[config.mk]
export PLATFORM = sky130hd
export DESIGN_NAME = sleep_reset_watchdog_control
export DESIGN_NICKNAME = d
export VERILOG_FILES = /design/src/sleep_reset_watchdog_control_pkg.sv /design/src/sleep_reset_watchdog_control.sv
export SDC_FILE = /design/constraint.sdc
export NUM_CORES = 1
export LEC_CHECK = 0
export BUFFER_PORTS_ARGS = -buffer_cell sky130_fd_sc_hd__buf_2
export CAP_MARGIN = 0
export CORE_ASPECT_RATIO = 1.2
export CORE_MARGIN = 2
export CORE_UTILIZATION = 42
export CTS_CLUSTER_DIAMETER = 60
export DETAILED_ROUTE_END_ITERATION = 10
export HOLD_SLACK_MARGIN = 0.1
export MAX_ROUTING_LAYER = met4
export PLACE_DENSITY = 0.74
export SETUP_SLACK_MARGIN = 0.02
export SLEW_MARGIN = 10
export SYNTH_ARGS = -nofsm -noshare
export SYNTH_HDL_FRONTEND = slang
export SYNTH_SLANG_ARGS = --single-unit
[constraint.sdc]
create_clock -name i_mclk -period 3.4 [get_ports i_mclk]
set_clock_uncertainty 0.2 [all_clocks]
set_input_delay 0.17 -clock i_mclk [delete_from_list [all_inputs] [get_ports i_mclk]]
set_output_delay 0.17 -clock i_mclk [all_outputs]
set_load 0.005 [all_outputs]
[src/sleep_reset_watchdog_control_pkg.sv]
// Constants, register map and carrier types for the sleep, reset and watchdog controller.
// Assumes a single 200 MHz clock and an AHB-Lite master issuing single word transfers.
package sleep_reset_watchdog_control_pkg;

  localparam logic [7:0] OFS_SLEEP_CTRL = 8'h00;
  localparam logic [7:0] OFS_POWER_RED  = 8'h04;
  localparam logic [7:0] OFS_RST_CAUSE  = 8'h08;
  localparam logic [7:0] OFS_PROT_KEY   = 8'h0c;
  localparam logic [7:0] OFS_SW_RST     = 8'h10;
  localparam logic [7:0] OFS_WDT_CTRL   = 8'h14;
  localparam logic [7:0] OFS_WDT_WIN    = 8'h18;
  localparam logic [7:0] OFS_STATUS     = 8'h1c;

  // The unlock key value is arbitrary.
  localparam logic [7:0] PROT_KEY_VALUE  = 8'h5a;
  localparam logic [2:0] PROT_WINDOW_CYC = 3'h4;

  localparam int          SLEEP_EN_BIT  = 0;
  localparam int          SLEEP_MODE_LO = 1;
  localparam logic [2:0]  MODE_IDLE     = 3'h0;
  localparam logic [2:0]  MODE_PDOWN    = 3'h2;
  localparam logic [2:0]  MODE_PSAVE    = 3'h3;
  localparam logic [2:0]  MODE_STDBY    = 3'h6;
  localparam logic [2:0]  MODE_ESTDBY   = 3'h7;

  localparam int PR_WIDTH     = 16;
  localparam int WDT_EN_BIT   = 0;
  localparam int WDT_WIN_BIT  = 1;
  localparam int WDT_PER_LO   = 4;
  localparam int SW_RST_BIT   = 0;

  localparam int          CAUSE_WIDTH  = 7;
  localparam int          CAUSE_POR    = 0;
  localparam int          CAUSE_EXT    = 1;
  localparam int          CAUSE_BOD    = 2;
  localparam int          CAUSE_WDT    = 3;
  localparam int          CAUSE_JTAG   = 4;
  localparam int          CAUSE_DEBUG  = 5;
  localparam int          CAUSE_SW     = 6;

  localparam int          WDT_TICK_MS    = 1;
  localparam int          WDT_MIN_MS     = 8;
  localparam logic [3:0]  WDT_PER_MAX    = 4'ha;
  localparam int          WDT_CNT_WIDTH  = 14;
  localparam logic [13:0] WDT_BASE_TICKS = 14'(WDT_MIN_MS / WDT_TICK_MS);

  localparam int          RST_SYNC_STAGES = 2;
  localparam logic [15:0] RESET_VECTOR_DEFAULT = 16'h0000;

  typedef enum logic {PS_ACTIVE, PS_SLEEP} power_state_e;

  typedef struct packed {
    logic cpu;
    logic nvm;
    logic per;
    logic rtc;
    logic sys_src;
  } clk_en_s;

  typedef struct packed {
    logic [CAUSE_WIDTH-1:0] cause;
    power_state_e           pstate;
    logic                   sleep_en;
    logic [2:0]             sleep_mode;
    logic [PR_WIDTH-1:0]    power_red;
    logic [2:0]             unlock_cnt;
    logic                   wdt_en;
    logic                   wdt_win;
    logic [3:0]             wdt_per;
    logic [3:0]             wdt_wper;
    logic [13:0]            wdt_cnt;
    logic                   wdt_fire;
    logic                   sw_fire;
    logic                   dp_write;
    logic [7:0]             dp_addr;
    logic [31:0]            hrdata;
    logic [15:0]            reset_vector;
  } ctrl_state_s;

endpackage

[src/sleep_reset_watchdog_control.sv]
// Sleep mode sequencing, clock gating, reset combining and watchdog for the system core.
// Assumes synchronous level inputs, a 1 kHz tick pulse already in this clock domain and a
// zero-wait AHB-Lite slave position with this block as the only slave.
`timescale 1ns/1ps
module sleep_reset_watchdog_control #(
  parameter logic [15:0] BOOT_START = 16'h8000
) (
  input  wire logic                                              i_mclk,
  input  wire logic                                              i_sys_rst,
  input  wire logic                                              i_hsel,
  input  wire logic [31:0]                                       i_haddr,
  input  wire logic [1:0]                                        i_htrans,
  input  wire logic                                              i_hwrite,
  input  wire logic [2:0]                                        i_hsize,
  input  wire logic [31:0]                                       i_hwdata,
  input  wire logic                                              i_hready,
  output logic                                                   o_hreadyout,
  output logic                                                   o_hresp,
  output logic [31:0]                                            o_hrdata,
  input  wire logic                                              i_por_low,
  input  wire logic                                              i_ext_rst_n,
  input  wire logic                                              i_bod_low,
  input  wire logic                                              i_bod_enable,
  input  wire logic                                              i_jtag_rst_bit,
  input  wire logic                                              i_program_debug_link_rst,
  input  wire logic                                              i_boot_reloc,
  input  wire logic                                              i_wdt_always_on,
  input  wire logic                                              i_wdt_tick,
  input  wire logic                                              i_watchdog_restart_instruction,
  input  wire logic                                              i_sleep_exec,
  input  wire logic                                              i_irq_enabled_any,
  input  wire logic                                              i_irq_twi_match,
  input  wire logic                                              i_irq_port_async,
  input  wire logic                                              i_irq_rtc,
  input  wire logic                                              i_rtc_enabled,
  output sleep_reset_watchdog_control_pkg::clk_en_s              o_clk_en,
  output logic [sleep_reset_watchdog_control_pkg::PR_WIDTH-1:0]  o_per_clk_en,
  output logic                                                   o_sleeping,
  output logic                                                   o_sys_reset,
  output logic                                                   o_io_tristate,
  output logic [15:0]                                            o_reset_vector
);

  sleep_reset_watchdog_control_pkg::ctrl_state_s st;
  sleep_reset_watchdog_control_pkg::ctrl_state_s next_st;
  logic [sleep_reset_watchdog_control_pkg::RST_SYNC_STAGES-1:0] rst_chain;
  logic                                                          rst_async;
  logic                                                          rst_sync;
  logic                                                          ctl_rst;
  logic                                                          addr_phase;
  logic                                                          wr_now;
  logic                                                          unlocked;
  logic                                                          mode_ok;
  logic                                                          wake;
  logic                                                          wdt_restart_bad;
  logic                                                          wdt_expired;
  logic [13:0]                                                   wdt_limit;
  logic [13:0]                                                   wdt_min;
  logic [31:0]                                                   rd_value;
  logic [sleep_reset_watchdog_control_pkg::CAUSE_WIDTH-1:0]      cause_now;
  sleep_reset_watchdog_control_pkg::clk_en_s                     clk_now;

  // Period code n selects 8 ms times two to the n, so codes 0 to 10 span 8 ms to 8 s.
  function automatic logic [13:0] wdt_ticks(input logic [3:0] code);
    logic [3:0] c;
    c = (code > sleep_reset_watchdog_control_pkg::WDT_PER_MAX) ?
        sleep_reset_watchdog_control_pkg::WDT_PER_MAX : code;
    return sleep_reset_watchdog_control_pkg::WDT_BASE_TICKS << c;
  endfunction

  function automatic logic mode_valid(input logic [2:0] m);
    return (m == sleep_reset_watchdog_control_pkg::MODE_IDLE)  ||
           (m == sleep_reset_watchdog_control_pkg::MODE_PDOWN) ||
           (m == sleep_reset_watchdog_control_pkg::MODE_PSAVE) ||
           (m == sleep_reset_watchdog_control_pkg::MODE_STDBY) ||
           (m == sleep_reset_watchdog_control_pkg::MODE_ESTDBY);
  endfunction

  // Every source is combined without a clock so the core resets with all oscillators stopped.
  assign rst_async = i_sys_rst | i_por_low | ~i_ext_rst_n | (i_bod_enable & i_bod_low) |
                     i_jtag_rst_bit | i_program_debug_link_rst | st.wdt_fire |
                     st.sw_fire;

  // Asserts at once, releases only after the chain has seen clean clock edges.
  always_ff @(posedge i_mclk or posedge rst_async) begin
    if (rst_async) begin
      rst_chain <= '1;
    end else begin
      rst_chain <= {rst_chain[sleep_reset_watchdog_control_pkg::RST_SYNC_STAGES-2:0], 1'b0};
    end
  end
  assign rst_sync = rst_chain[sleep_reset_watchdog_control_pkg::RST_SYNC_STAGES-1];

  assign o_sys_reset   = rst_async | rst_sync;
  assign o_io_tristate = rst_async | rst_sync;
  assign ctl_rst       = i_sys_rst | rst_sync;

  assign cause_now[sleep_reset_watchdog_control_pkg::CAUSE_POR]   = i_por_low;
  assign cause_now[sleep_reset_watchdog_control_pkg::CAUSE_EXT]   = ~i_ext_rst_n;
  assign cause_now[sleep_reset_watchdog_control_pkg::CAUSE_BOD]   = i_bod_enable & i_bod_low;
  assign cause_now[sleep_reset_watchdog_control_pkg::CAUSE_WDT]   = st.wdt_fire;
  assign cause_now[sleep_reset_watchdog_control_pkg::CAUSE_JTAG]  = i_jtag_rst_bit;
  assign cause_now[sleep_reset_watchdog_control_pkg::CAUSE_DEBUG] = i_program_debug_link_rst;
  assign cause_now[sleep_reset_watchdog_control_pkg::CAUSE_SW]    = st.sw_fire;

  assign addr_phase = i_hsel & i_htrans[1] & i_hready;
  assign wr_now     = st.dp_write;
  assign unlocked   = st.unlock_cnt != 3'h0;
  assign mode_ok    = mode_valid(st.sleep_mode);

  assign wdt_limit       = wdt_ticks(st.wdt_per);
  assign wdt_min         = wdt_ticks(st.wdt_wper);
  assign wdt_expired     = st.wdt_en & i_wdt_tick & (st.wdt_cnt + 14'h1 >= wdt_limit);
  assign wdt_restart_bad = st.wdt_en & st.wdt_win & i_watchdog_restart_instruction &
                           (st.wdt_cnt < wdt_min);

  always_comb begin
    clk_now = '{cpu: 1'b1, nvm: 1'b1, per: 1'b1, rtc: 1'b1, sys_src: 1'b1};
    wake    = 1'b0;
    if (st.pstate == sleep_reset_watchdog_control_pkg::PS_SLEEP) begin
      clk_now = '0;
      case (st.sleep_mode)
        sleep_reset_watchdog_control_pkg::MODE_IDLE: begin
          clk_now.per     = 1'b1;
          clk_now.rtc     = 1'b1;
          clk_now.sys_src = 1'b1;
          wake            = i_irq_enabled_any;
        end
        sleep_reset_watchdog_control_pkg::MODE_PDOWN: begin
          wake = i_irq_twi_match | i_irq_port_async;
        end
        sleep_reset_watchdog_control_pkg::MODE_PSAVE: begin
          clk_now.rtc = i_rtc_enabled;
          wake        = i_irq_twi_match | i_irq_port_async | (i_rtc_enabled & i_irq_rtc);
        end
        sleep_reset_watchdog_control_pkg::MODE_STDBY: begin
          clk_now.sys_src = 1'b1;
          wake            = i_irq_twi_match | i_irq_port_async;
        end
        sleep_reset_watchdog_control_pkg::MODE_ESTDBY: begin
          clk_now.sys_src = 1'b1;
          clk_now.rtc     = i_rtc_enabled;
          wake            = i_irq_twi_match | i_irq_port_async | (i_rtc_enabled & i_irq_rtc);
        end
        default: begin
          wake = 1'b1;
        end
      endcase
    end
  end

  always_comb begin
    rd_value = 32'h0;
    case (i_haddr[7:0])
      sleep_reset_watchdog_control_pkg::OFS_SLEEP_CTRL: begin
        rd_value[sleep_reset_watchdog_control_pkg::SLEEP_EN_BIT] = st.sleep_en;
        rd_value[sleep_reset_watchdog_control_pkg::SLEEP_MODE_LO +: 3] = st.sleep_mode;
      end
      sleep_reset_watchdog_control_pkg::OFS_POWER_RED: begin
        rd_value[sleep_reset_watchdog_control_pkg::PR_WIDTH-1:0] = st.power_red;
      end
      sleep_reset_watchdog_control_pkg::OFS_RST_CAUSE: begin
        rd_value[sleep_reset_watchdog_control_pkg::CAUSE_WIDTH-1:0] = st.cause;
      end
      sleep_reset_watchdog_control_pkg::OFS_WDT_CTRL: begin
        rd_value[sleep_reset_watchdog_control_pkg::WDT_EN_BIT]    = st.wdt_en;
        rd_value[sleep_reset_watchdog_control_pkg::WDT_WIN_BIT]   = st.wdt_win;
        rd_value[sleep_reset_watchdog_control_pkg::WDT_PER_LO +: 4] = st.wdt_per;
      end
      sleep_reset_watchdog_control_pkg::OFS_WDT_WIN: begin
        rd_value[3:0] = st.wdt_wper;
      end
      sleep_reset_watchdog_control_pkg::OFS_STATUS: begin
        rd_value[0]     = st.pstate == sleep_reset_watchdog_control_pkg::PS_SLEEP;
        rd_value[1]     = unlocked;
        rd_value[29:16] = st.wdt_cnt;
      end
      default: begin
        rd_value = 32'h0;
      end
    endcase
  end

  always_comb begin
    next_st = st;
    // The write of the previous address phase lands now; reads are sampled in the address phase.
    next_st.dp_write = addr_phase & i_hwrite;
    next_st.dp_addr  = i_haddr[7:0];
    if (addr_phase & ~i_hwrite) begin
      next_st.hrdata = rd_value;
    end

    if (unlocked) begin
      next_st.unlock_cnt = st.unlock_cnt - 3'h1;
    end

    if (wr_now) begin
      case (st.dp_addr)
        sleep_reset_watchdog_control_pkg::OFS_SLEEP_CTRL: begin
          next_st.sleep_en   = i_hwdata[sleep_reset_watchdog_control_pkg::SLEEP_EN_BIT];
          next_st.sleep_mode = i_hwdata[sleep_reset_watchdog_control_pkg::SLEEP_MODE_LO +: 3];
        end
        sleep_reset_watchdog_control_pkg::OFS_POWER_RED: begin
          next_st.power_red = i_hwdata[sleep_reset_watchdog_control_pkg::PR_WIDTH-1:0];
        end
        sleep_reset_watchdog_control_pkg::OFS_PROT_KEY: begin
          if (i_hwdata[7:0] == sleep_reset_watchdog_control_pkg::PROT_KEY_VALUE) begin
            next_st.unlock_cnt = sleep_reset_watchdog_control_pkg::PROT_WINDOW_CYC;
          end
        end
        sleep_reset_watchdog_control_pkg::OFS_SW_RST: begin
          if (unlocked) begin
            next_st.unlock_cnt = 3'h0;
            next_st.sw_fire    = i_hwdata[sleep_reset_watchdog_control_pkg::SW_RST_BIT];
          end
        end
        sleep_reset_watchdog_control_pkg::OFS_WDT_CTRL: begin
          if (unlocked) begin
            next_st.unlock_cnt = 3'h0;
            next_st.wdt_en  = i_hwdata[sleep_reset_watchdog_control_pkg::WDT_EN_BIT];
            next_st.wdt_win = i_hwdata[sleep_reset_watchdog_control_pkg::WDT_WIN_BIT];
            next_st.wdt_per = i_hwdata[sleep_reset_watchdog_control_pkg::WDT_PER_LO +: 4];
            next_st.wdt_cnt = 14'h0;
          end
        end
        sleep_reset_watchdog_control_pkg::OFS_WDT_WIN: begin
          if (unlocked) begin
            next_st.unlock_cnt = 3'h0;
            next_st.wdt_wper   = i_hwdata[3:0];
          end
        end
        default: begin
          next_st.unlock_cnt = next_st.unlock_cnt;
        end
      endcase
    end

    if (i_wdt_always_on) begin
      next_st.wdt_en = 1'b1;
    end

    // Watchdog count, restart and expiry; expiry raises a request held until reset takes it.
    if (~st.wdt_en) begin
      next_st.wdt_cnt = 14'h0;
    end else if (i_watchdog_restart_instruction) begin
      next_st.wdt_cnt = 14'h0;
    end else if (i_wdt_tick) begin
      next_st.wdt_cnt = st.wdt_cnt + 14'h1;
    end
    if (wdt_expired | wdt_restart_bad) begin
      next_st.wdt_fire = 1'b1;
    end

    // Write-one-to-clear on the cause flags; a source active in the same cycle wins.
    if (wr_now && st.dp_addr == sleep_reset_watchdog_control_pkg::OFS_RST_CAUSE) begin
      next_st.cause = st.cause & ~i_hwdata[sleep_reset_watchdog_control_pkg::CAUSE_WIDTH-1:0];
    end
    if (rst_sync) begin
      next_st.cause = next_st.cause | cause_now;
    end

    case (st.pstate)
      sleep_reset_watchdog_control_pkg::PS_ACTIVE: begin
        if (i_sleep_exec & st.sleep_en & mode_ok) begin
          next_st.pstate = sleep_reset_watchdog_control_pkg::PS_SLEEP;
        end
      end
      sleep_reset_watchdog_control_pkg::PS_SLEEP: begin
        if (wake) begin
          next_st.pstate = sleep_reset_watchdog_control_pkg::PS_ACTIVE;
        end
      end
      default: begin
        next_st.pstate = sleep_reset_watchdog_control_pkg::PS_ACTIVE;
      end
    endcase

    // Every control register returns to its initial value; the cause log survives except under i_sys_rst, which clears it.
    if (ctl_rst) begin
      next_st            = '0;
      next_st.cause      = i_sys_rst ? '0 : (st.cause | cause_now);
      next_st.wdt_en     = i_wdt_always_on;
      next_st.reset_vector = i_boot_reloc ? BOOT_START :
                             sleep_reset_watchdog_control_pkg::RESET_VECTOR_DEFAULT;
    end
  end

  always_ff @(posedge i_mclk) begin
    st <= next_st;
  end

  assign o_hreadyout    = 1'b1;
  assign o_hresp        = 1'b0;
  assign o_hrdata       = st.hrdata;
  assign o_clk_en       = clk_now;
  // Gating freezes the peripheral rather than resetting it, so its state is kept.
  assign o_per_clk_en   = {sleep_reset_watchdog_control_pkg::PR_WIDTH{clk_now.per}} &
                          ~st.power_red;
  assign o_sleeping     = st.pstate == sleep_reset_watchdog_control_pkg::PS_SLEEP;
  assign o_reset_vector = st.reset_vector;

endmodule // sleep_reset_watchdog_control

=== Word level (Yosys, flattened, before mapping) ===
Index checks and enable logic that the tools add are counted.
W data, S select, Z words.

* Input port bits: 90
* Output and inout port bits: 74
* Register bits after elaboration: 114
* Word-level logic and storage cells: 148

* Bitwise gates (word level): 35
* Shift operators: 2
* Add/subtract/negate cells: 2
* $lt $le $gt $ge: 4
* Muxes and demuxes: 44
* Reduce and logical (&&, ||, !) cells: 27
* Equal/unequal tests: 16

{| class="wikitable"
|+ Operator list
! operator !! number
|-
| $mux W114 || 1
|-
| $mux W14 || 6
|-
| $eq A8 B5 Y1 const B || 6
|-
| $mux W47 || 1
|-
| $mux W16 || 2
|-
| $mux W30 || 1
|-
| $shl A4 B4 Y14 const A || 2
|-
| $eq A8 B4 Y1 const B || 3
|-
| $mux W7 || 3
|-
| $mux W4 || 5
|-
| $pmux W3 S3 || 2
|-
| $and A16 B16 Y16 || 1
|-
| $eq A8 B3 Y1 const B || 2
|-
| $logic_not A8 Y1 || 2
|-
| $not A16 Y16 || 1
|-
| $reduce_and A3 Y1 || 5
|-
| $add A14 B1 Y14 const B || 1
|-
| $ge A14 B14 Y1 || 1
|-
| $lt A14 B14 Y1 || 1
|-
| $or A7 B7 Y7 || 2
|-
| $and A1 B1 Y1 || 13
|-
| $or A1 B1 Y1 || 12
|-
| $pmux W2 S6 || 1
|-
| $reduce_bool A3 Y1 || 4
|-
| 24 further kinds || 52
|}

=== Depth between registers and ports, before layout ===
* Depth in word-level cells: 9
* Mapped depth: 10
* Mapped depth without buffers: 9

=== Worst setup path after synthesis ===
OpenSTA, ideal clock, no wires.

* Path type: reg2reg
* Start: reg st[62] (netlist name)
* End: reg st, in the netlist cause_now[3]
* Cell stages (with the launch flop): 10
* Path slack: 923 ps
* Period minus slack after synthesis: 2477 ps
* Arrival time: 2185 ps
* Path buffers: 1
* Setup time: 92 ps
* Data required time: 3108 ps
* Path through: dfxtp_1 clkbuf_1 nand3_1 nor4_1 xor2_1 ha_1 nand2_1 a2111oi_0 a211oi_1 o32ai_1

* Longest elaborated chain between the ends: 4
* Elaborated cells between the ends (all ways): 6
* Classes of those cells: add/sub (1); order compare (2); bitwise (3)

{| class="wikitable"
|+ RTL lines
! element !! line !! text
|-
| start, declared || sleep_reset_watchdog_control.sv:44 || <nowiki>sleep_reset_watchdog_control_pkg::ctrl_state_s st;</nowiki>
|-
| start signal, assigned || sleep_reset_watchdog_control.sv:289 || <nowiki>st <= next_st;</nowiki>
|-
| $add A14 B1 Y14 || sleep_reset_watchdog_control.sv:113 || <nowiki>assign wdt_expired = st.wdt_en & i_wdt_tick & (st.wdt_cnt + 14'h1 >= wdt_limit);</nowiki>
|-
| $ge A14 B14 Y1 || sleep_reset_watchdog_control.sv:113 ||
|-
| $and A1 B1 Y1 || sleep_reset_watchdog_control.sv:113 ||
|-
| $or A1 B1 Y1 (*) || sleep_reset_watchdog_control.sv:250 || <nowiki>if (wdt_expired | wdt_restart_bad) begin</nowiki>
|}

Every way passes the cells marked *; elsewhere a longest branch is shown, timed or not.
A chain may end at the register's enable or synchronous reset.

=== Final worst setup path ===
* Start: reg st[59] (netlist name)
* End: reg st, in the netlist cause_now[3]

The elaborated chain is that of the path after synthesis.

==> results.cfg <==
[outcome]
status = finished, final reports clean

[yosys]
synth_edf_count = 2
synthArstFlopShare = 0.0202
synth_cells = 646
synth-seq-area-share = 0.368
synth_area_um2 = 5480
ys.flop_type = dfxtp_1
syn_area_per_cell_um2 = 8.48
synth.distinct_cells = 68
yosysWarningCount = 0
ys_seq_elements = 99

[worst_setup_path]
cp-start-kind = register
path_cells = ha_1, nand4_1, or3_1, xnor2_1, ha_1, nand2_1, a2111oi_0, a211oi_1, o32ai_1
ff2ff_setup_slack_ns = 0.67
crit_type = reg2reg
crit_path_end_kind = register
arrival_ns = 2.80
cpMaxStageDelayCell = or3_1
critPathMaxStageDelay_ns = 0.46
path_max_fanout = 7
crit_required_ns = 3.47
crit_path_frequent_cell = ha_1

[sta]
fmax_mhz = 367
layout_setup_ws_ns = 0.672
fin_crit_ns = 2.73
slew_viol_final = 0
worstMarginPinSlew_ns = 0.607
relSlewSlack = 0.594
rsz0062_at_grt = false
fin_crit_sh = 0.802
hold_viol = 0
setup_viol = 0
whs_ns = 0.128
fin_tns_setup_ns = 0

[floorplanning]
ios = 164
core_area_um2 = 12700
num_rows = 45
initial_core_util = 0.431
dieArea_um2 = 14000
die_w_um = 108
dieHeight_um = 129

[clock_network]
h-tree-depth = 3
cts.sinks = 99
worst_skew_pair.late_latency_ns = 0.36
postCtsHoldBufs = 43
cts.root.buffer_cell = clkbuf_16
cts_buffer_depth = 2
cts_setup_buffers = 0
cts_tree = done
cts_resized = 0
path_clk_slew_ns = 0.07
cts_made_buffers = 9

[grt]
grt_pass1_wl_um = 23000
antenna_found_initial = 0
grt_use_met1 = 0.246
grt_pass1_vias = 4640
globalRouteTotalUtil = 0.215
globalRouteOverflowTotal = 0
grtUsageMet2 = 0.375
busiest_layer = met2
grt_max_degree = 44
use_met3 = 0.0402

[min_path]
hold_class = in2reg

[power]
ir_drop_mv = 0.241
p_total_mw = 2.34
power_density_nw_per_um2 = 359
p_leak_nw = 2.54

[cells_and_area]
register_area_um2 = 2010
final_cells = 913
synthToLayoutAreaGrowth_pct = 18.9
final_nets = 860
multi_input_area_um2 = 2960
final_common_cell = buf_2
final_cell_mix = buf_2, dfxtp_1, nand2_1
drive_above_1_share = 0.216
nFillCells = 1223
num_antenna_cells = 0

[route]
drt.antenna.violating_nets = 0
drt-total-wl_um = 14300
remaining_drc_errors = 0
vias = 4968
drt-vias-per-instance = 5.44
firstDrtPassIters = 8
wire_per_inst_um = 15.7
drtIter0Drc = 351

[place]
place_inst = 854
gp_congestion = 0.869
io_buffers = 100
hpwl_um = 10100
dpl_worst_slack_ns = 0.670

[flow_run]
drv_cap = 0
==> registers in the layout (all words and copies together), names as in the netlist <==
signal and count:
cause_now 2, o_hrdata 30, o_reset_vector 1, o_sleeping 1, rst_chain 2, st 62
wr_now 1
==> kinds of logic after synthesis <==
logic type,count (synthesis),synth area share
adder cells (fa/ha/maj),26,0.0594
XOR/XNOR,11,0.0176
buffers and inverters,96,0.106
multiplexers,22,0.0404
other,2,0.00137
AND/OR/NAND/NOR,260,0.242
AO/OA/AOI/OAI,130,0.166
flip-flops,99,0.368
==> cells in the mapped netlist (6+ instances only) <==
| master | n | area [um2] |
|---|---|---|
| a211oi_1 | 10 | 75.1 |
| ha_1 | 26 | 325 |
| nor2_1 | 73 | 274 |
| a21oi_1 | 34 | 170 |
| nand2_1 | 76 | 285 |
| nand2_2 | 10 | 62.6 |
| inv_1 | 12 | 45.0 |
| mux2i_1 | 21 | 210 |
| nor3_1 | 7 | 35.0 |
| a21oi_2 | 10 | 87.6 |
| dfxtp_1 | 95 | 1900 |
| buf_4 | 52 | 390 |
| or3_1 | 6 | 37.5 |
| and3_1 | 6 | 37.5 |
| and2_1 | 7 | 43.8 |
| clkbuf_1 | 27 | 101 |
| a22oi_1 | 24 | 180 |
| o21ai_0 | 11 | 55.1 |
| o211ai_1 | 7 | 52.6 |
| nor2b_1 | 8 | 50.1 |
| xnor2_1 | 7 | 61.3 |
| nand3_1 | 18 | 90.1 |
| nand4_1 | 11 | 68.8 |
==> worst max-delay path, delay by kind of cell, from the launching register on <==
family	cells	cell delay, ns
XOR/XNOR	1	0.15
AND/OR/NAND/NOR	3	0.72
adder cells (fa/ha/maj)	2	0.56
AO/OA/AOI/OAI	3	0.58
flip-flops	1	0.44
==> layout make-up <==
class	instances	area share
multi-input combinational	469	0.454
sequential	99	0.309
timing repair buffer	152	0.155
clock buffer	9	0.0346
tap	164	0.0315
clock inverter	7	0.00807
inverter	13	0.00749
==> routing by layer <==
layer	part of all wire	vias to the layer above
met2	0.51	137
met5	0	-
met1	0.42	2373
met4	0.020	0
li1	-	2433
met3	0.043	25
==> power breakdown <==
group          switching [mW]  total (mW)  internal (mW)
Sequential             0.0129        1.19           1.17
Clock                   0.485       0.986          0.501
Combinational          0.0883       0.162         0.0738
==> stage by stage <==
stage | cell area (um2) | util
floorplan | 5550 | -
global placement | 5810 | 0.456
detailed placement | 5810 | 0.456
CTS | 6510 | 0.512
global route | 6510 | 0.512
finish | 6510 | 0.512
==> final timing paths <==
check / start / to / cells after the start
max: st[59] / cause_now[3] / 9
min: i_hready / o_hrdata[0] / 4
max reg2reg: st[59] / cause_now[3] / 9
min reg2reg: rst_chain[0] / rst_chain[1] / 0
max in group asynchronous: i_bod_low / rst_chain[0] / 6
min in group asynchronous: i_por_low / rst_chain[1] / 4
(Power assumes the default switching activity.)
